## src/mac_regs_defines.vh

```
// register offsets, reset values and limits for the mac register bank
`ifndef MAC_REGS_DEFINES_VH
`define MAC_REGS_DEFINES_VH
`define OFS_TX_LENGTH_LOW 5'h00
`define OFS_TX_LENGTH_HIGH 5'h01
`define OFS_RX_RING_FIRST_PAGE 5'h02
`define OFS_RX_RING_LAST_PAGE 5'h03
`define OFS_RX_RING_GUARD_PAGE 5'h04
`define OFS_RX_WRITE_PAGE 5'h05
`define OFS_LOCAL_ADDR_LOW 5'h06
`define OFS_LOCAL_ADDR_HIGH 5'h07
`define OFS_HOST_XFER_START_LOW 5'h08
`define OFS_HOST_XFER_START_HIGH 5'h09
`define OFS_HOST_XFER_COUNT_LOW 5'h0A
`define OFS_HOST_XFER_COUNT_HIGH 5'h0B
`define OFS_HOST_XFER_ADDR_LOW 5'h0C
`define OFS_HOST_XFER_ADDR_HIGH 5'h0D
`define OFS_ALIGN_ERROR_TALLY 5'h0E
`define OFS_CRC_ERROR_TALLY 5'h0F
`define OFS_STATION_ADDR_BASE 5'h10
`define OFS_HASH_FILTER_BASE 5'h18
`define OFS_TX_PAGE_POINTER 5'h16
`define OFS_XFER_STATUS 5'h17
`define RST_BYTE 8'h00
`define TALLY_MAX 8'hC0
`define CRC_INIT 32'hFFFFFFFF
`define CRC_POLY 32'h04C11DB7
`define DEST_BITS 6'h30
`endif
```

## src/mac_dma_filter_tally_regs.v

```verilog
// register bank: dma pointers, address filter and error tallies
`timescale 1ns/1ns
`default_nettype none
`include "mac_regs_defines.vh"
// Behaviour
// - transmit length is sent in full, never truncated beyond 1500 bytes
// - ring first and last page registers hold address bits 15 to 8 only
// - next page equal to guard page aborts the local dma
// - write page holds packet first page; error restores local pointer from it
// - local dma address readable as high byte 15..8 and low byte 7..0
// - host transfer start address: low register bits 0..7, high bits 8..15
// - host transfer count is 16 bits, low and high byte registers
// - host transfer address steps two per word, one per byte
// - host transfer count drops two per word, one per byte
// - current host transfer address readable as two bytes, high holds 15..8
// - destination compared byte by byte against six station address bytes
// - first destination bit is the group address flag
// - all destinations pass the crc; top 6 bits latched after last bit
// - 6 hash bits select one of 64 filter bits; multicast needs it set
// - filter bit n lives in byte n/8 at bit n mod 8
// - tallies are 8-bit binary counters that stop at 192
// - reading a tally returns its value and clears it
// - alignment tally counts address-matched packets with alignment error
// - crc tally counts address-matched packets with crc error
// - transmit dma start: high byte from tx page pointer, low byte zero
// - an alignment error also raises the crc error indication
module mac_dma_filter_tally_regs (
  // clock and reset
  input wire mclk,
  input wire srst,
  // register port
  input wire [4:0] reg_addr,
  input wire [7:0] reg_wdata,
  input wire reg_wr,
  input wire reg_rd,
  output reg [7:0] reg_rdata,
  // transmit local dma
  input wire tx_start,
  input wire tx_byte_done,
  output reg tx_active,
  output wire [15:0] tx_length,
  // receive local dma
  input wire rx_start,
  input wire rx_byte_done,
  input wire rx_error,
  output reg rx_abort,
  output reg [15:0] local_addr,
  // host transfer dma
  input wire xfer_start,
  input wire xfer_step,
  input wire xfer_word,
  output reg xfer_busy,
  output reg [15:0] xfer_addr,
  // serial destination address in
  input wire da_start,
  input wire da_bit_valid,
  input wire da_bit,
  output reg da_done,
  output reg da_accept,
  output reg da_group,
  // packet end status
  input wire pkt_end,
  input wire pkt_crc_bad,
  input wire pkt_misaligned,
  output reg pkt_crc_error
);
  reg [7:0] tx_len_lo_q;
  reg [7:0] tx_len_hi_q;
  reg [7:0] first_pg_q;
  reg [7:0] last_pg_q;
  reg [7:0] guard_pg_q;
  reg [7:0] write_pg_q;
  reg [7:0] tx_pg_q;
  reg [7:0] start_lo_q;
  reg [7:0] start_hi_q;
  reg [7:0] cnt_lo_q;
  reg [7:0] cnt_hi_q;
  reg [7:0] align_tally_q;
  reg [7:0] crc_tally_q;
  reg [7:0] station_q [0:5];
  reg [7:0] hash_q [0:7];
  reg [15:0] tx_left_q;
  reg [15:0] xfer_cnt_q;
  reg [47:0] da_sr_q;
  reg [31:0] crc_q;
  reg [5:0] bit_cnt_q;
  reg [5:0] hash_idx_q;
  reg da_match_q;
  reg [7:0] rdata_d;

  // saturating tally step
  function [7:0] tally_inc;
    input [7:0] v;
    begin
      tally_inc = (v >= `TALLY_MAX) ? v : v + 8'h01;
    end
  endfunction

  // one serial crc step, msb first
  function [31:0] crc_next;
    input [31:0] c;
    input b;
    begin
      crc_next = {c[30:0], 1'b0} ^ ((c[31] ^ b) ? `CRC_POLY : 32'h00000000);
    end
  endfunction

  // ring page after the given one, wrapping at the last page
  function [7:0] page_after;
    input [7:0] pg;
    input [7:0] first;
    input [7:0] last;
    reg [7:0] inc;
    begin
      inc = pg + 8'h01;
      page_after = (inc == last) ? first : inc;
    end
  endfunction

  // filter bit n sits in byte n/8 at bit n mod 8
  function filter_bit;
    input [63:0] filt;
    input [5:0] idx;
    begin
      filter_bit = filt[idx];
    end
  endfunction

  // host transfer stride: two per word, one per byte
  function [15:0] xfer_stride;
    input word;
    begin
      xfer_stride = word ? 16'h0002 : 16'h0001;
    end
  endfunction

  assign tx_length = {tx_len_hi_q, tx_len_lo_q};

  wire [7:0] next_pg = page_after(local_addr[15:8], first_pg_q, last_pg_q);
  wire [15:0] step = xfer_stride(xfer_word);
  wire rd_align = reg_rd && reg_addr == `OFS_ALIGN_ERROR_TALLY;
  wire rd_crc = reg_rd && reg_addr == `OFS_CRC_ERROR_TALLY;
  wire crc_err = pkt_crc_bad | pkt_misaligned;
  wire [31:0] crc_step = crc_next(crc_q, da_bit);
  wire [47:0] station_word = {station_q[5], station_q[4], station_q[3],
                              station_q[2], station_q[1], station_q[0]};
  wire [63:0] hash_flat = {hash_q[7], hash_q[6], hash_q[5], hash_q[4],
                           hash_q[3], hash_q[2], hash_q[1], hash_q[0]};
  wire hash_hit = filter_bit(hash_flat, hash_idx_q);
  wire station_hit = station_word == da_sr_q;
  wire addr_hit = da_sr_q[0] ? hash_hit : station_hit;
  wire page_end = local_addr[7:0] == 8'hFF;
  wire tx_last = tx_left_q == 16'h0001;
  wire [15:0] xfer_len = {cnt_hi_q, cnt_lo_q};
  wire xfer_last = xfer_cnt_q <= step;

  // register writes
  always @(posedge mclk) begin
    if (srst) begin
      tx_len_lo_q <= `RST_BYTE;
      tx_len_hi_q <= `RST_BYTE;
      first_pg_q <= `RST_BYTE;
      last_pg_q <= `RST_BYTE;
      guard_pg_q <= `RST_BYTE;
      write_pg_q <= `RST_BYTE;
      tx_pg_q <= `RST_BYTE;
      start_lo_q <= `RST_BYTE;
      start_hi_q <= `RST_BYTE;
      cnt_lo_q <= `RST_BYTE;
      cnt_hi_q <= `RST_BYTE;
      hash_q[0] <= `RST_BYTE;
      hash_q[1] <= `RST_BYTE;
      hash_q[2] <= `RST_BYTE;
      hash_q[3] <= `RST_BYTE;
      hash_q[4] <= `RST_BYTE;
      hash_q[5] <= `RST_BYTE;
      hash_q[6] <= `RST_BYTE;
      hash_q[7] <= `RST_BYTE;
      station_q[0] <= `RST_BYTE;
      station_q[1] <= `RST_BYTE;
      station_q[2] <= `RST_BYTE;
      station_q[3] <= `RST_BYTE;
      station_q[4] <= `RST_BYTE;
      station_q[5] <= `RST_BYTE;
    end else if (reg_wr) begin
      case (reg_addr)
        `OFS_TX_LENGTH_LOW: tx_len_lo_q <= reg_wdata;
        `OFS_TX_LENGTH_HIGH: tx_len_hi_q <= reg_wdata;
        `OFS_RX_RING_FIRST_PAGE: first_pg_q <= reg_wdata;
        `OFS_RX_RING_LAST_PAGE: last_pg_q <= reg_wdata;
        `OFS_RX_RING_GUARD_PAGE: guard_pg_q <= reg_wdata;
        `OFS_RX_WRITE_PAGE: write_pg_q <= reg_wdata;
        `OFS_TX_PAGE_POINTER: tx_pg_q <= reg_wdata;
        `OFS_HOST_XFER_START_LOW: start_lo_q <= reg_wdata;
        `OFS_HOST_XFER_START_HIGH: start_hi_q <= reg_wdata;
        `OFS_HOST_XFER_COUNT_LOW: cnt_lo_q <= reg_wdata;
        `OFS_HOST_XFER_COUNT_HIGH: cnt_hi_q <= reg_wdata;
        default: begin
          if (reg_addr[4:3] == 2'b11) begin
            hash_q[reg_addr[2:0]] <= reg_wdata;
          end else if (reg_addr[4:3] == 2'b10 && reg_addr[2:0] < 3'h6) begin
            station_q[reg_addr[2:0]] <= reg_wdata;
          end
        end
      endcase
    end
  end

  // transmit and receive local dma
  always @(posedge mclk) begin
    if (srst) begin
      tx_active <= 1'b0;
      tx_left_q <= 16'h0000;
      local_addr <= 16'h0000;
      rx_abort <= 1'b0;
    end else begin
      rx_abort <= 1'b0;
      if (tx_start) begin
        tx_active <= tx_length != 16'h0000;
        tx_left_q <= tx_length;
        local_addr <= {tx_pg_q, 8'h00};
      end else if (tx_active && tx_byte_done) begin
        local_addr <= local_addr + 16'h0001;
        tx_left_q <= tx_left_q - 16'h0001;
        if (tx_last) begin
          tx_active <= 1'b0;
        end
      end else if (rx_start) begin
        local_addr <= {write_pg_q, 8'h00};
      end else if (rx_error) begin
        local_addr <= {write_pg_q, 8'h00};
      end else if (rx_byte_done) begin
        if (page_end) begin
          if (next_pg == guard_pg_q) begin
            rx_abort <= 1'b1;
          end else begin
            local_addr <= {next_pg, 8'h00};
          end
        end else begin
          local_addr <= local_addr + 16'h0001;
        end
      end
    end
  end

  // host transfer dma
  always @(posedge mclk) begin
    if (srst) begin
      xfer_busy <= 1'b0;
      xfer_addr <= 16'h0000;
      xfer_cnt_q <= 16'h0000;
    end else if (xfer_start) begin
      xfer_addr <= {start_hi_q, start_lo_q};
      xfer_cnt_q <= xfer_len;
      xfer_busy <= xfer_len != 16'h0000;
    end else if (xfer_busy && xfer_step) begin
      xfer_addr <= xfer_addr + step;
      if (xfer_last) begin
        xfer_cnt_q <= 16'h0000;
        xfer_busy <= 1'b0;
      end else begin
        xfer_cnt_q <= xfer_cnt_q - step;
      end
    end
  end

  // destination address filter
  always @(posedge mclk) begin
    if (srst) begin
      crc_q <= `CRC_INIT;
      bit_cnt_q <= 6'h00;
      da_sr_q <= 48'h000000000000;
      hash_idx_q <= 6'h00;
      da_done <= 1'b0;
      da_accept <= 1'b0;
      da_group <= 1'b0;
      da_match_q <= 1'b0;
    end else begin
      da_done <= 1'b0;
      if (da_start) begin
        crc_q <= `CRC_INIT;
        bit_cnt_q <= 6'h00;
      end else if (da_bit_valid && bit_cnt_q < `DEST_BITS) begin
        crc_q <= crc_step;
        da_sr_q <= {da_bit, da_sr_q[47:1]};
        bit_cnt_q <= bit_cnt_q + 6'h01;
        if (bit_cnt_q == `DEST_BITS - 6'h01) begin
          hash_idx_q <= crc_step[31:26];
          da_done <= 1'b1;
        end
      end
      if (da_done) begin
        da_group <= da_sr_q[0];
        da_match_q <= addr_hit;
        da_accept <= addr_hit;
      end
    end
  end

  // alignment tally; an event on a read cycle counts from zero
  always @(posedge mclk) begin
    if (srst) begin
      align_tally_q <= `RST_BYTE;
    end else if (pkt_end && da_match_q && pkt_misaligned) begin
      align_tally_q <= rd_align ? 8'h01 : tally_inc(align_tally_q);
    end else if (rd_align) begin
      align_tally_q <= `RST_BYTE;
    end
  end

  // crc tally and packet crc flag
  always @(posedge mclk) begin
    if (srst) begin
      crc_tally_q <= `RST_BYTE;
      pkt_crc_error <= 1'b0;
    end else begin
      if (pkt_end) begin
        pkt_crc_error <= crc_err;
      end
      if (pkt_end && da_match_q && crc_err) begin
        crc_tally_q <= rd_crc ? 8'h01 : tally_inc(crc_tally_q);
      end else if (rd_crc) begin
        crc_tally_q <= `RST_BYTE;
      end
    end
  end

  // read data mux
  always @* begin
    rdata_d = `RST_BYTE;
    case (reg_addr)
      `OFS_TX_LENGTH_LOW: rdata_d = tx_len_lo_q;
      `OFS_TX_LENGTH_HIGH: rdata_d = tx_len_hi_q;
      `OFS_RX_RING_FIRST_PAGE: rdata_d = first_pg_q;
      `OFS_RX_RING_LAST_PAGE: rdata_d = last_pg_q;
      `OFS_RX_RING_GUARD_PAGE: rdata_d = guard_pg_q;
      `OFS_RX_WRITE_PAGE: rdata_d = write_pg_q;
      `OFS_LOCAL_ADDR_LOW: rdata_d = local_addr[7:0];
      `OFS_LOCAL_ADDR_HIGH: rdata_d = local_addr[15:8];
      `OFS_HOST_XFER_START_LOW: rdata_d = start_lo_q;
      `OFS_HOST_XFER_START_HIGH: rdata_d = start_hi_q;
      `OFS_HOST_XFER_COUNT_LOW: rdata_d = xfer_cnt_q[7:0];
      `OFS_HOST_XFER_COUNT_HIGH: rdata_d = xfer_cnt_q[15:8];
      `OFS_HOST_XFER_ADDR_LOW: rdata_d = xfer_addr[7:0];
      `OFS_HOST_XFER_ADDR_HIGH: rdata_d = xfer_addr[15:8];
      `OFS_ALIGN_ERROR_TALLY: rdata_d = align_tally_q;
      `OFS_CRC_ERROR_TALLY: rdata_d = crc_tally_q;
      `OFS_TX_PAGE_POINTER: rdata_d = tx_pg_q;
      `OFS_XFER_STATUS: rdata_d = {5'h00, da_match_q, tx_active, xfer_busy};
      default: begin
        if (reg_addr[4:3] == 2'b11) begin
          rdata_d = hash_q[reg_addr[2:0]];
        end else if (reg_addr[4:3] == 2'b10 && reg_addr[2:0] < 3'h6) begin
          rdata_d = station_q[reg_addr[2:0]];
        end
      end
    endcase
  end

  // read data one cycle after strobe
  always @(posedge mclk) begin
    if (srst) begin
      reg_rdata <= `RST_BYTE;
    end else if (reg_rd) begin
      reg_rdata <= rdata_d;
    end
  end
endmodule
`default_nettype wire

```

## config.mk

```make
export PLATFORM = sky130hd
export DESIGN_NAME = mac_dma_filter_tally_regs
export DESIGN_NICKNAME = d
export VERILOG_FILES = /design/src/mac_dma_filter_tally_regs.v
export VERILOG_INCLUDE_DIRS = /design/src
export SDC_FILE = /design/constraint.sdc
export NUM_CORES = 1
export LEC_CHECK = 0
export ABC_AREA = 1
export BUFFER_PORTS_ARGS = -buffer_cell sky130_fd_sc_hd__buf_2
export CAP_MARGIN = 0
export CORE_ASPECT_RATIO = 0.7
export CORE_UTILIZATION = 50
export CTS_CLUSTER_DIAMETER = 40
export DETAILED_ROUTE_END_ITERATION = 16
export PLACE_DENSITY_LB_ADDON = 0.12
export RECOVER_POWER = 25
export SKIP_CTS_REPAIR_TIMING = 1
export SLEW_MARGIN = 20
export SYNTH_ARGS = -nofsm -noshare
export SYNTH_HDL_FRONTEND = slang
export SYNTH_SLANG_ARGS = --single-unit
```

## constraint.sdc

```tcl
create_clock -name mclk -period 7.3 [get_ports mclk]
set_input_delay 0.365 -clock mclk [delete_from_list [all_inputs] [get_ports mclk]]
set_output_delay 0.365 -clock mclk [all_outputs]
set_load 0.01 [all_outputs]
```

# ---- Yosys cells after proc, flatten, opt, wreduce, memory -nomap -nowiden
# Memory sizes are Yosys's and may differ from the RTL's.
# Cells that the tools add are included.
dict set report op_classes {
  n_addsub 8
  n_mux 58
  n_lt_le_gt_ge 6
  n_eq_ne 29
  reduce_logical 46
  bitwise_logic 7
}
# cell count
set op_table {}
lappend op_table {{2-to-1 mux 16 bit} 14}
lappend op_table {{one-hot mux 8 bit (18 select lines)} 1}
lappend op_table {{2-to-1 mux 8 bit} 13}
lappend op_table {{== test 48 bit} 1}
lappend op_table {{== test 5 x 4 -> 1 bit, second input constant} 8}
lappend op_table {{AND reduction 2 bit} 18}
lappend op_table {{nonzero test 16 bit} 2}
lappend op_table {{XOR 32 x 27 -> 32 bit} 1}
lappend op_table {{2-to-1 mux 27 bit} 1}
lappend op_table {{2-to-1 mux 1 bit} 25}
lappend op_table {{adder 8 x 1 -> 8 bit, second input constant} 3}
lappend op_table {{== test 5 x 3 -> 1 bit, second input constant} 4}
lappend op_table {{adder 16 x 1 -> 16 bit, second input constant} 1}
lappend op_table {{adder 16 x 2 -> 16 bit} 1}
lappend op_table {{== test 16 x 1 -> 1 bit, second input constant} 1}
lappend op_table {{== test 8 bit} 2}
lappend op_table {{greater-or-equal comparator 8 bit, second input constant} 2}
lappend op_table {{<= comparator 16 x 2 -> 1 bit} 1}
lappend op_table {{OR reduction 8 bit} 2}
lappend op_table {{subtractor 16 x 1 -> 16 bit, second input constant} 1}
lappend op_table {{subtractor 16 x 2 -> 16 bit} 1}
lappend op_table {{nonzero test 2 bit} 6}
lappend op_table {{OR reduction 11 bit} 1}
lappend op_table {{== test 5 x 2 -> 1 bit, second input constant} 2}
lappend op_table {{26 further kinds} 42}
dict set report totals {
  mem_bits_rw 112
  n_memories 2
  output_inout_bits 63
  ff_bits 275
  wordCells 186
}
# name words width rd rd_ports_with_merged_regs write_ports line_no
set mem_list {}
lappend mem_list {hash_q 8 8 9 0 8 mac_dma_filter_tally_regs.v:81} ;# reg [7:0] hash_q [0:7];
lappend mem_list {station_q 6 8 7 0 6 mac_dma_filter_tally_regs.v:80} ;# reg [7:0] station_q [0:5];

# ---- Logic depth before layout (Yosys ltp)
# Gate-level depths: netlist of run 1.
dict set report depth {
  depth_word 11
  depth_mapped 23
  ltp_nobuf 22
}

# ---- Worst setup path after synthesis of run 1
# OpenSTA, ideal clock, no wires.
dict set report synth_timing {
  kind {input to register}
  start {in xfer_word}
  end {reg xfer_addr[14]}
  path_buffers 0
  setup_time_ps 117
  cell_stages 14
  required_time_ps 7183
  t_arrival_ps 2361
  path_slack_ps 4822
  cell_sequence {inv_1 ha_1 inv_1 fa_1 nor2_1 nand4_1 nor2_1 nand4_1 nor3_1 nand3_1 a21boi_0 o21ai_0 o2111ai_1 inv_1}
}
dict set report synth_via {
  elab_chain_len 4
}
# item line_no
set synth_lines {}
lappend synth_lines {{start: declaration} mac_dma_filter_tally_regs.v:51} ;# input wire xfer_word,
lappend synth_lines {{2-to-1 mux 2 bit} mac_dma_filter_tally_regs.v:133} ;# xfer_stride = word ? 16'h0002 : 16'h0001;
lappend synth_lines {{adder 16 x 2 -> 16 bit} mac_dma_filter_tally_regs.v:257} ;# xfer_addr <= xfer_addr + step;
lappend synth_lines {{2-to-1 mux 16 bit} mac_dma_filter_tally_regs.v:256} ;# end else if (xfer_busy && xfer_step) begin
lappend synth_lines {{2-to-1 mux 16 bit} mac_dma_filter_tally_regs.v:252} ;# end else if (xfer_start) begin
lappend synth_lines {{end signal: assignment} mac_dma_filter_tally_regs.v:253} ;# xfer_addr <= {start_hi_q, start_lo_q};
lappend synth_lines {{end signal: assignment} mac_dma_filter_tally_regs.v:257}
lappend synth_lines {{end: declaration} mac_dma_filter_tally_regs.v:53} ;# output reg [15:0] xfer_addr,
# No other way between the ends. The select of a mux whose other input is x is not followed.
# A chain may end at the register's enable or synchronous reset.

==> results of run 1 <==
layer usage:
metal	share of wire [%]	global-route usage, %	vias to the layer above
met5	0	0	-
met4	2.9	9.56	0
met3	13	9.33	135
met2	40	44.9	1053
met1	45	48.4	8887
li1	-	-	8895
state kept, by name (all words and copies together) (netlist names), 16 cells and up:
| register | count |
|---|---|
| xfer_cnt_q | 16 |
| local_addr | 16 |
| da_sr_q | 48 |
| crc_q | 32 |
| tx_left_q | 16 |
| station_q | 62 |
| xfer_addr | 16 |
| hash_q | 64 |
power breakdown:
part | switching, mW | leakage [nW] | total, mW | internal (mW)
registers | 0.0809 | 3.44 | 2.47 | 2.39
clock network | 1.01 | 0.786 | 2.43 | 1.42
logic | 0.356 | 4.27 | 0.499 | 0.143
kinds of logic after synthesis:
group / Yosys count
flops: 401
xor+xnor: 62
compound gates: 656
other cells: 1
simple gates: 1060
fa+ha+maj: 13
buf+inv: 370
cell type report:
type                    instances  area [µm²]
diodes                          4        10.0
multi-input cells            1805        9100
inverters                     253         952
clock buffers                  57        1290
repair buffers                105         459
flip-flops and latches        401        9290
well taps                     527         659
fillers                      3604       16600
clock inverters                25         288
worst max path at each step:
stage          slack, ns  cells past startpoint               to          start
6_report            3.11                      5  station_q[1][5]           srst
4_1_cts             4.17                      9       da_match_q  hash_idx_q[0]
2_1_floorplan       4.82                     14    xfer_addr[14]      xfer_word
3_5_place_dp        3.93                     11    start_hi_q[5]    reg_addr[0]
5_1_grt             2.99                      5  station_q[1][7]           srst
3_3_place_gp        3.95                     11    start_hi_q[5]    reg_addr[0]
cell usage in the layout (no fill, tap or decap), drive strengths merged, types with 4 or more instances in the layout:
cell type	count
a2111oi	5
a211o	12
a211oi	6
a21oi	199
a221oi	21
a22o	8
a22oi	34
a31oi	37
buf	36
bufinv	4
clkbuf	126
clkinv	22
conb	14
dfxtp	275
diode	4
edfxtp	126
ha	11
inv	251
nand2	473
nand3	163
nand4	27
nor2	330
nor3	34
nor4	24
o2111ai	14
o211ai	16
o21ai	235
o221ai	15
o22ai	40
xnor2	10
xor2	52
through the flow:
step	hold WS [ns]	power [mW]	cells	util, %
global route	0.0872	5.55	3176	57.0
CTS	0.0606	5.40	3173	57.3
floorplan	0.429	2.82	2576	-
detailed placement	0.445	3.00	3091	53.2
finish	0.0726	5.39	3177	57.0
global placement	0.437	2.99	3091	53.2
worst reg2reg max path: cells and delay by family (launching register included):
family,cells,cell delay (ns)
flops,1,0.35
compound gates,3,0.61
buf+inv,2,2.06
simple gates,2,0.12
==> qor.json, run 1 <==
{
  "placement.io_buffers": {"value": 93},
  "die-width": {"value": 239, "unit": "µm"},
  "stdcell_area": {"value": 22100, "unit": "µm²"},
  "wl_per_cell": {"value": 20.8, "unit": "µm"},
  "synth_compound_area_share": {"value": 19.5, "unit": "%"},
  "depth_of_the_cts_h_tree": {"value": 2},
  "synth.area.mux_share": {"value": 0, "unit": "%"},
  "cpMaxStageDelayCell": {"value": "sky130_fd_sc_hd__clkbuf_1"},
  "detail-route-antenna-nets": {"value": 0},
  "hold-path-endpoint": {"value": "pkt_crc_error"},
  "grt_pass1_wl": {"value": 100, "unit": "mm"},
  "final.setup.tns": {"value": 0, "unit": "ns"},
  "synth.ff_latch_count": {"value": 401},
  "cts_root_buffer": {"value": "sky130_fd_sc_hd__clkbuf_16"},
  "timing_worst_slew_pin_value": {"value": 1.59, "unit": "ns"},
  "initialDrtViolationCount": {"value": 2462},
  "timing.critical_path.from_type": {"value": "input port"},
  "post_synth_adder_cell_area": {"value": 0.900, "unit": "%"},
  "outcome": {"value": "finished, violations left"},
  "synth.top_cells.by_area": {"value": "sky130_fd_sc_hd__dfxtp_1 (28%), sky130_fd_sc_hd__edfxtp_1 (19%), sky130_fd_sc_hd__nand2_1 (8.9%)"},
  "num_vias": {"value": 19000},
  "critPathMaxFanout": {"value": 85},
  "synth.yosys.warnings": {"value": 0},
  "seq_area_frac_synth": {"value": 47.1, "unit": "%"},
  "worstSetupEndpointType": {"value": "flop"},
  "globalRouteOverflowTotal": {"value": 0},
  "place.detailed.hpwl": {"value": 47.6, "unit": "mm"},
  "rows": {"value": 60},
  "synthesis.area": {"value": 19700, "unit": "µm²"},
  "whs_path_depth": {"value": 4},
  "timing.setup.critical_path_class": {"value": "in -> reg"},
  "max_cap_violations": {"value": 3},
  "relSlewSlack": {"value": -6.12, "unit": "%"},
  "synthesis.area_per_instance": {"value": 7.70, "unit": "µm²"},
  "track_usage": {"value": 32.4, "unit": "%"},
  "timing_hold_violations_final": {"value": 0},
  "clk_pin_slew_worst_setup_hold_paths": {"value": 0.06, "unit": "ns"},
  "gp_congestion": {"value": 1.02},
  "finalNetCount": {"value": 2656},
  "grt_antenna_before_repair": {"value": 3},
  "power-per-cell-area": {"value": 245, "unit": "nW/µm²"},
  "post-synth-top-area-fraction": {"value": 27.9, "unit": "%"},
  "first_global_vias": {"value": 17000},
  "core_area": {"value": 38700, "unit": "µm²"},
  "worst_flop_to_flop_path_startpoint": {"value": "bit_cnt_q[5]"},
  "clock_path_buffers": {"value": 3},
  "crit_arrival": {"value": 4.42, "unit": "ns"},
  "viasPerCell": {"value": 5.97},
  "final.setup_skew": {"value": 0.0167, "unit": "ns"},
  "vdd_drop_max": {"value": 0.167, "unit": "mV"},
  "hold_start": {"value": "pkt_end"},
  "crit_path_cell_trace": {"value": "clkbuf_1, clkbuf_1, inv_4, buf_4, nand2_1"},
  "cts_inserted_buffers": {"value": 46},
  "violations": {"value": "max-capacitance violations, max-slew violations"},
  "detailedRoute.firstPassIterationCount": {"value": 6},
  "rsz0062_at_grt": {"value": "no"},
  "finalSetupViolCount": {"value": 0},
  "synthDominantAreaCellType": {"value": "sky130_fd_sc_hd__dfxtp_1"},
  "postPlaceCellArea": {"value": 20600, "unit": "µm²"},
  "clock_insertion_delay_at_the_later_pin_of_the_skew_report": {"value": 0.57, "unit": "ns"},
  "critPathRequiredTime": {"value": 7.53, "unit": "ns"},
  "grt_start_max_net_pins": {"value": 86},
  "async_flop_share": {"value": 0, "unit": "%"},
  "hold_path_class": {"value": "in -> reg"},
  "synth_cell_types": {"value": 57},
  "floorplan.initialDensity": {"value": 51.0, "unit": "%"},
  "final_number_of_max_transition_violations": {"value": 87},
  "postLayoutSetupSlackWorst": {"value": 3.11, "unit": "ns"},
  "rr_endpoint": {"value": "crc_q[10]"},
  "ys_flop_type": {"value": "sky130_fd_sc_hd__dfxtp_1"},
  "synth-edff-count": {"value": 126},
  "worst-path-buf-inv": {"value": 4},
  "floorplan_die_height": {"value": 168, "unit": "µm"},
  "worst-r2r-cell-count": {"value": 7},
  "min_period_over_period": {"value": 57.4, "unit": "%"},
  "timing.reg2reg.setup_slack": {"value": 4.04, "unit": "ns"},
  "tritoncts_num_sinks": {"value": 401},
  "num_io_pins": {"value": 94},
  "fmax": {"value": 0.239, "unit": "GHz"},
  "cpLargestDelayFamily": {"value": "buffers and inverters"},
  "preCtsSetupSlack": {"value": 3.93, "unit": "ns"},
  "post_route_cells_drive_above_1_share": {"value": 5.29, "unit": "%"},
  "synthToLayoutAreaGrowth": {"value": 11.8, "unit": "%"},
  "cts_tree": {"value": "done"},
  "timing.critical_path.slowest_cell_delay": {"value": 1.20, "unit": "ns"},
  "post_synth_most_frequent_cells": {"value": "sky130_fd_sc_hd__nand2_1 (469), sky130_fd_sc_hd__nor2_1 (324), sky130_fd_sc_hd__dfxtp_1 (275)"},
  "synth_cells": {"value": 2563},
  "route.final.wire_length": {"value": 66.1, "unit": "mm"},
  "simple_gate_share_of_the_synthesized_area": {"value": 22.6, "unit": "%"},
  "drc": {"value": 0},
  "synthXorXnorAreaFrac": {"value": 2.75, "unit": "%"},
  "synthMostInstantiatedCell": {"value": "sky130_fd_sc_hd__nand2_1"},
  "static-leakage-power": {"value": 8.50, "unit": "nW"},
  "largest_family_of_logic_cells_by_synthesized_area": {"value": "simple AND/OR/NAND/NOR gates"},
  "final_period_minus_worst_setup_slack": {"value": 4.19, "unit": "ns"},
  "die_area": {"value": 40300, "unit": "µm²"},
  "crit_top_cell": {"value": "sky130_fd_sc_hd__clkbuf_1"}
}
Note: power is estimated with default switching activity, not from simulation.
==> run 2: changes to the inputs <==
==> constraint.sdc (replaced) <==
create_clock -name mclk -period 3.8 [get_ports mclk]
set_input_delay 0.19 -clock mclk [delete_from_list [all_inputs] [get_ports mclk]]
set_output_delay 0.19 -clock mclk [all_outputs]
set_load 0.01 [all_outputs]
==> run 2 against run 1 <==
The flow still finishes with violations (max-capacitance violations, max-slew violations). Final area increased by 1.8%. Largest cell class unchanged. Sequential share of layout area decreased by 0.74 points. Total power rose by 96%. Utilization is 1.0 points higher. Die area unchanged. Via count increased by 2.4%. Routed wire length grew 3.5%. Critical endpoint is now station_q[5][3]. Clock power rose by 98%. Critical path type unchanged. Clock-buffer cell count rose by 9.
==> qor.json, run 2 (synthesized netlist as in run 1, its figures left out) <==
{
  "timing.critical_path.slowest_cell_delay": {"value": 1.50, "unit": "ns", "change": "+0.30 ns"},
  "finalNetCount": {"value": 2698, "change": "+1.6%"},
  "detailedRoute.firstPassIterationCount": {"value": 7, "change": "+1"},
  "final.setup.tns": {"value": 0, "unit": "ns", "change": "unchanged"},
  "vdd_drop_max": {"value": 0.399, "unit": "mV", "change": "+140%"},
  "place.detailed.hpwl": {"value": 48.9, "unit": "mm", "change": "+2.6%"},
  "postLayoutSetupSlackWorst": {"value": 0.290, "unit": "ns", "change": "-2.82 ns"},
  "finalCoreUtilization": {"value": 58.1, "unit": "%", "change": "+1.0 points"},
  "cpMaxStageDelayCell": {"value": "sky130_fd_sc_hd__clkbuf_1"},
  "outcome": {"value": "finished, violations left"},
  "timing_worst_slew_pin_value": {"value": 2.15, "unit": "ns", "change": "+0.561 ns"},
  "largest_register_ffs": {"value": 64, "change": "unchanged"},
  "globalRouteOverflowTotal": {"value": 0, "change": "unchanged"},
  "fillCellCount": {"value": 3596, "change": "-0.22%"},
  "min_period_over_period": {"value": 92.4, "unit": "%"},
  "detail-route-antenna-nets": {"value": 0, "change": "unchanged"},
  "drc": {"value": 0, "change": "unchanged"},
  "floorplan.initialDensity": {"value": 51.0, "unit": "%", "change": "unchanged"},
  "most_common_cell_after_layout_fill_and_taps_aside": {"value": "sky130_fd_sc_hd__nand2_1"},
  "grt_antenna_before_repair": {"value": 1, "change": "-2"},
  "initialDrtViolationCount": {"value": 2630, "change": "+6.8%"},
  "layout_common_cells": {"value": "sky130_fd_sc_hd__nand2_1 (469), sky130_fd_sc_hd__nor2_1 (322), sky130_fd_sc_hd__dfxtp_1 (275)"},
  "fmax": {"value": 0.285, "unit": "GHz"},
  "die_area": {"value": 40300, "unit": "µm²", "change": "unchanged"},
  "num_vias": {"value": 19400, "change": "+2.4%"},
  "final_number_of_max_transition_violations": {"value": 31, "change": "-64%"},
  "core_area": {"value": 38700, "unit": "µm²", "change": "unchanged"},
  "cts_root_buffer": {"value": "sky130_fd_sc_hd__clkbuf_16"},
  "timing.critical_path.from_type": {"value": "input port"},
  "max_flop_register": {"value": "hash_q"},
  "first_global_vias": {"value": 17300, "change": "+1.9%"},
  "final_period_minus_worst_setup_slack": {"value": 3.51, "unit": "ns"},
  "hold_ws": {"value": 0.0142, "unit": "ns", "change": "-0.0584 ns"},
  "clk_pin_slew_worst_setup_hold_paths": {"value": 0.06, "unit": "ns", "change": "about the same"},
  "grt_start_max_net_pins": {"value": 77, "change": "-10%"},
  "route.final.wire_length": {"value": 68.5, "unit": "mm", "change": "+3.5%"},
  "viasPerCell": {"value": 6.03, "change": "+1.1%"},
  "crit_arrival": {"value": 3.70, "unit": "ns", "change": "-0.72 ns"},
  "clock_insertion_delay_at_the_later_pin_of_the_skew_report": {"value": 0.58, "unit": "ns", "change": "about the same"},
  "depth_of_the_cts_h_tree": {"value": 2, "change": "unchanged"},
  "static-leakage-power": {"value": 8.72, "unit": "nW", "change": "+2.7%"},
  "worstSetupEndpointType": {"value": "flop"},
  "post_route_cells_drive_above_1_share": {"value": 6.50, "unit": "%", "change": "+1.2 points"},
  "finalSetupViolCount": {"value": 0, "change": "unchanged"},
  "preCtsSetupSlack": {"value": 0.750, "unit": "ns", "change": "-3.18 ns"},
  "critPathRequiredTime": {"value": 3.99, "unit": "ns", "change": "-3.54 ns"},
  "critPathMaxFanout": {"value": 59, "change": "-31%"},
  "relSlewSlack": {"value": -43.5, "unit": "%", "change": "-37 points"},
  "die-width": {"value": 239, "unit": "µm", "change": "unchanged"},
  "multi_input_comb_area": {"value": 9100, "unit": "µm²", "change": "about the same"},
  "grt_pass1_wl": {"value": 104, "unit": "mm", "change": "+3.3%"},
  "biggest_registers_after_layout": {"value": "hash_q (64), station_q (62), da_sr_q (48)"},
  "wl_per_cell": {"value": 21.3, "unit": "µm", "change": "+2.2%"},
  "hold_path_class": {"value": "in -> reg"},
  "placement.io_buffers": {"value": 93, "change": "unchanged"},
  "cts_inserted_buffers": {"value": 47, "change": "+2.2%"},
  "rows": {"value": 60, "change": "unchanged"},
  "power-per-cell-area": {"value": 470, "unit": "nW/µm²", "change": "+92%"},
  "track_usage": {"value": 33.6, "unit": "%", "change": "+1.1 points"},
  "cts_tree": {"value": "done"},
  "final.setup_skew": {"value": 0.0120, "unit": "ns", "change": "-0.00474 ns"},
  "timing.setup.critical_path_class": {"value": "in -> reg"},
  "max_cap_violations": {"value": 1, "change": "-2"},
  "floorplan_die_height": {"value": 168, "unit": "µm", "change": "unchanged"},
  "crit_path_cell_trace": {"value": "clkbuf_1, inv_2, o21ai_1"},
  "synthToLayoutAreaGrowth": {"value": 13.7, "unit": "%"},
  "num_io_pins": {"value": 94, "change": "unchanged"},
  "rsz0062_at_grt": {"value": "no"},
  "gp_congestion": {"value": 1.02, "change": "-0.15%"},
  "timing_hold_violations_final": {"value": 0, "change": "unchanged"},
  "violations": {"value": "max-capacitance violations, max-slew violations"},
  "clock_path_buffers": {"value": 3, "change": "unchanged"},
  "tritoncts_num_sinks": {"value": 401, "change": "unchanged"},
  "final-seq-area": {"value": 9290, "unit": "µm²", "change": "about the same"}
}
run 2: final timing paths:
kind,from,endpoint,slack (ns),cells after the start
worst max-delay path,srst,station_q[5][3],0.29,3
worst min-delay path,pkt_misaligned,align_tally_q[1],0.01,5
worst max register to register,local_addr[8],local_addr[9],0.65,20
worst min register to register,crc_q[17],crc_q[18],0.45,2
run 2: critical path, delay by kind of cell:
family,cells,cell delay [ns]
buf+inv,2,2.51
compound gates,1,0.95
run 2: power breakdown:
group	internal [mW]	switching (mW)	total (mW)
Sequential	4.59	0.155	4.74
Clock	2.90	1.91	4.82
Combinational	0.295	0.700	0.995
run 2: metrics by stage:
stage                     std cells  instance area (µm²)  power [mW]
after CTS                      3215                22500        10.6
after global routing           3220                22400        10.9
after global placement         3128                20800        5.78
final                          3220                22400        10.6
after floorplan                2576                19800        5.42
after detailed placement       3128                20800        5.79
run 2: final cells by class:
cell class              instances  area share [%]
diodes                          1          0.0111
clock buffers                  66            6.32
clock inverters                21            1.11
inverters                     253            4.23
multi-input cells            1805            40.5
flip-flops and latches        401            41.4
well taps                     527            2.94
repair buffers                146            3.46
run 2: routing by layer:
metal	track usage, %	wire length [µm]	share of wire (%)
met1	51.8	30700	45
met2	46.2	27200	40
met3	8.28	9090	13
met4	8.05	1520	2.2
met5	0	0	0
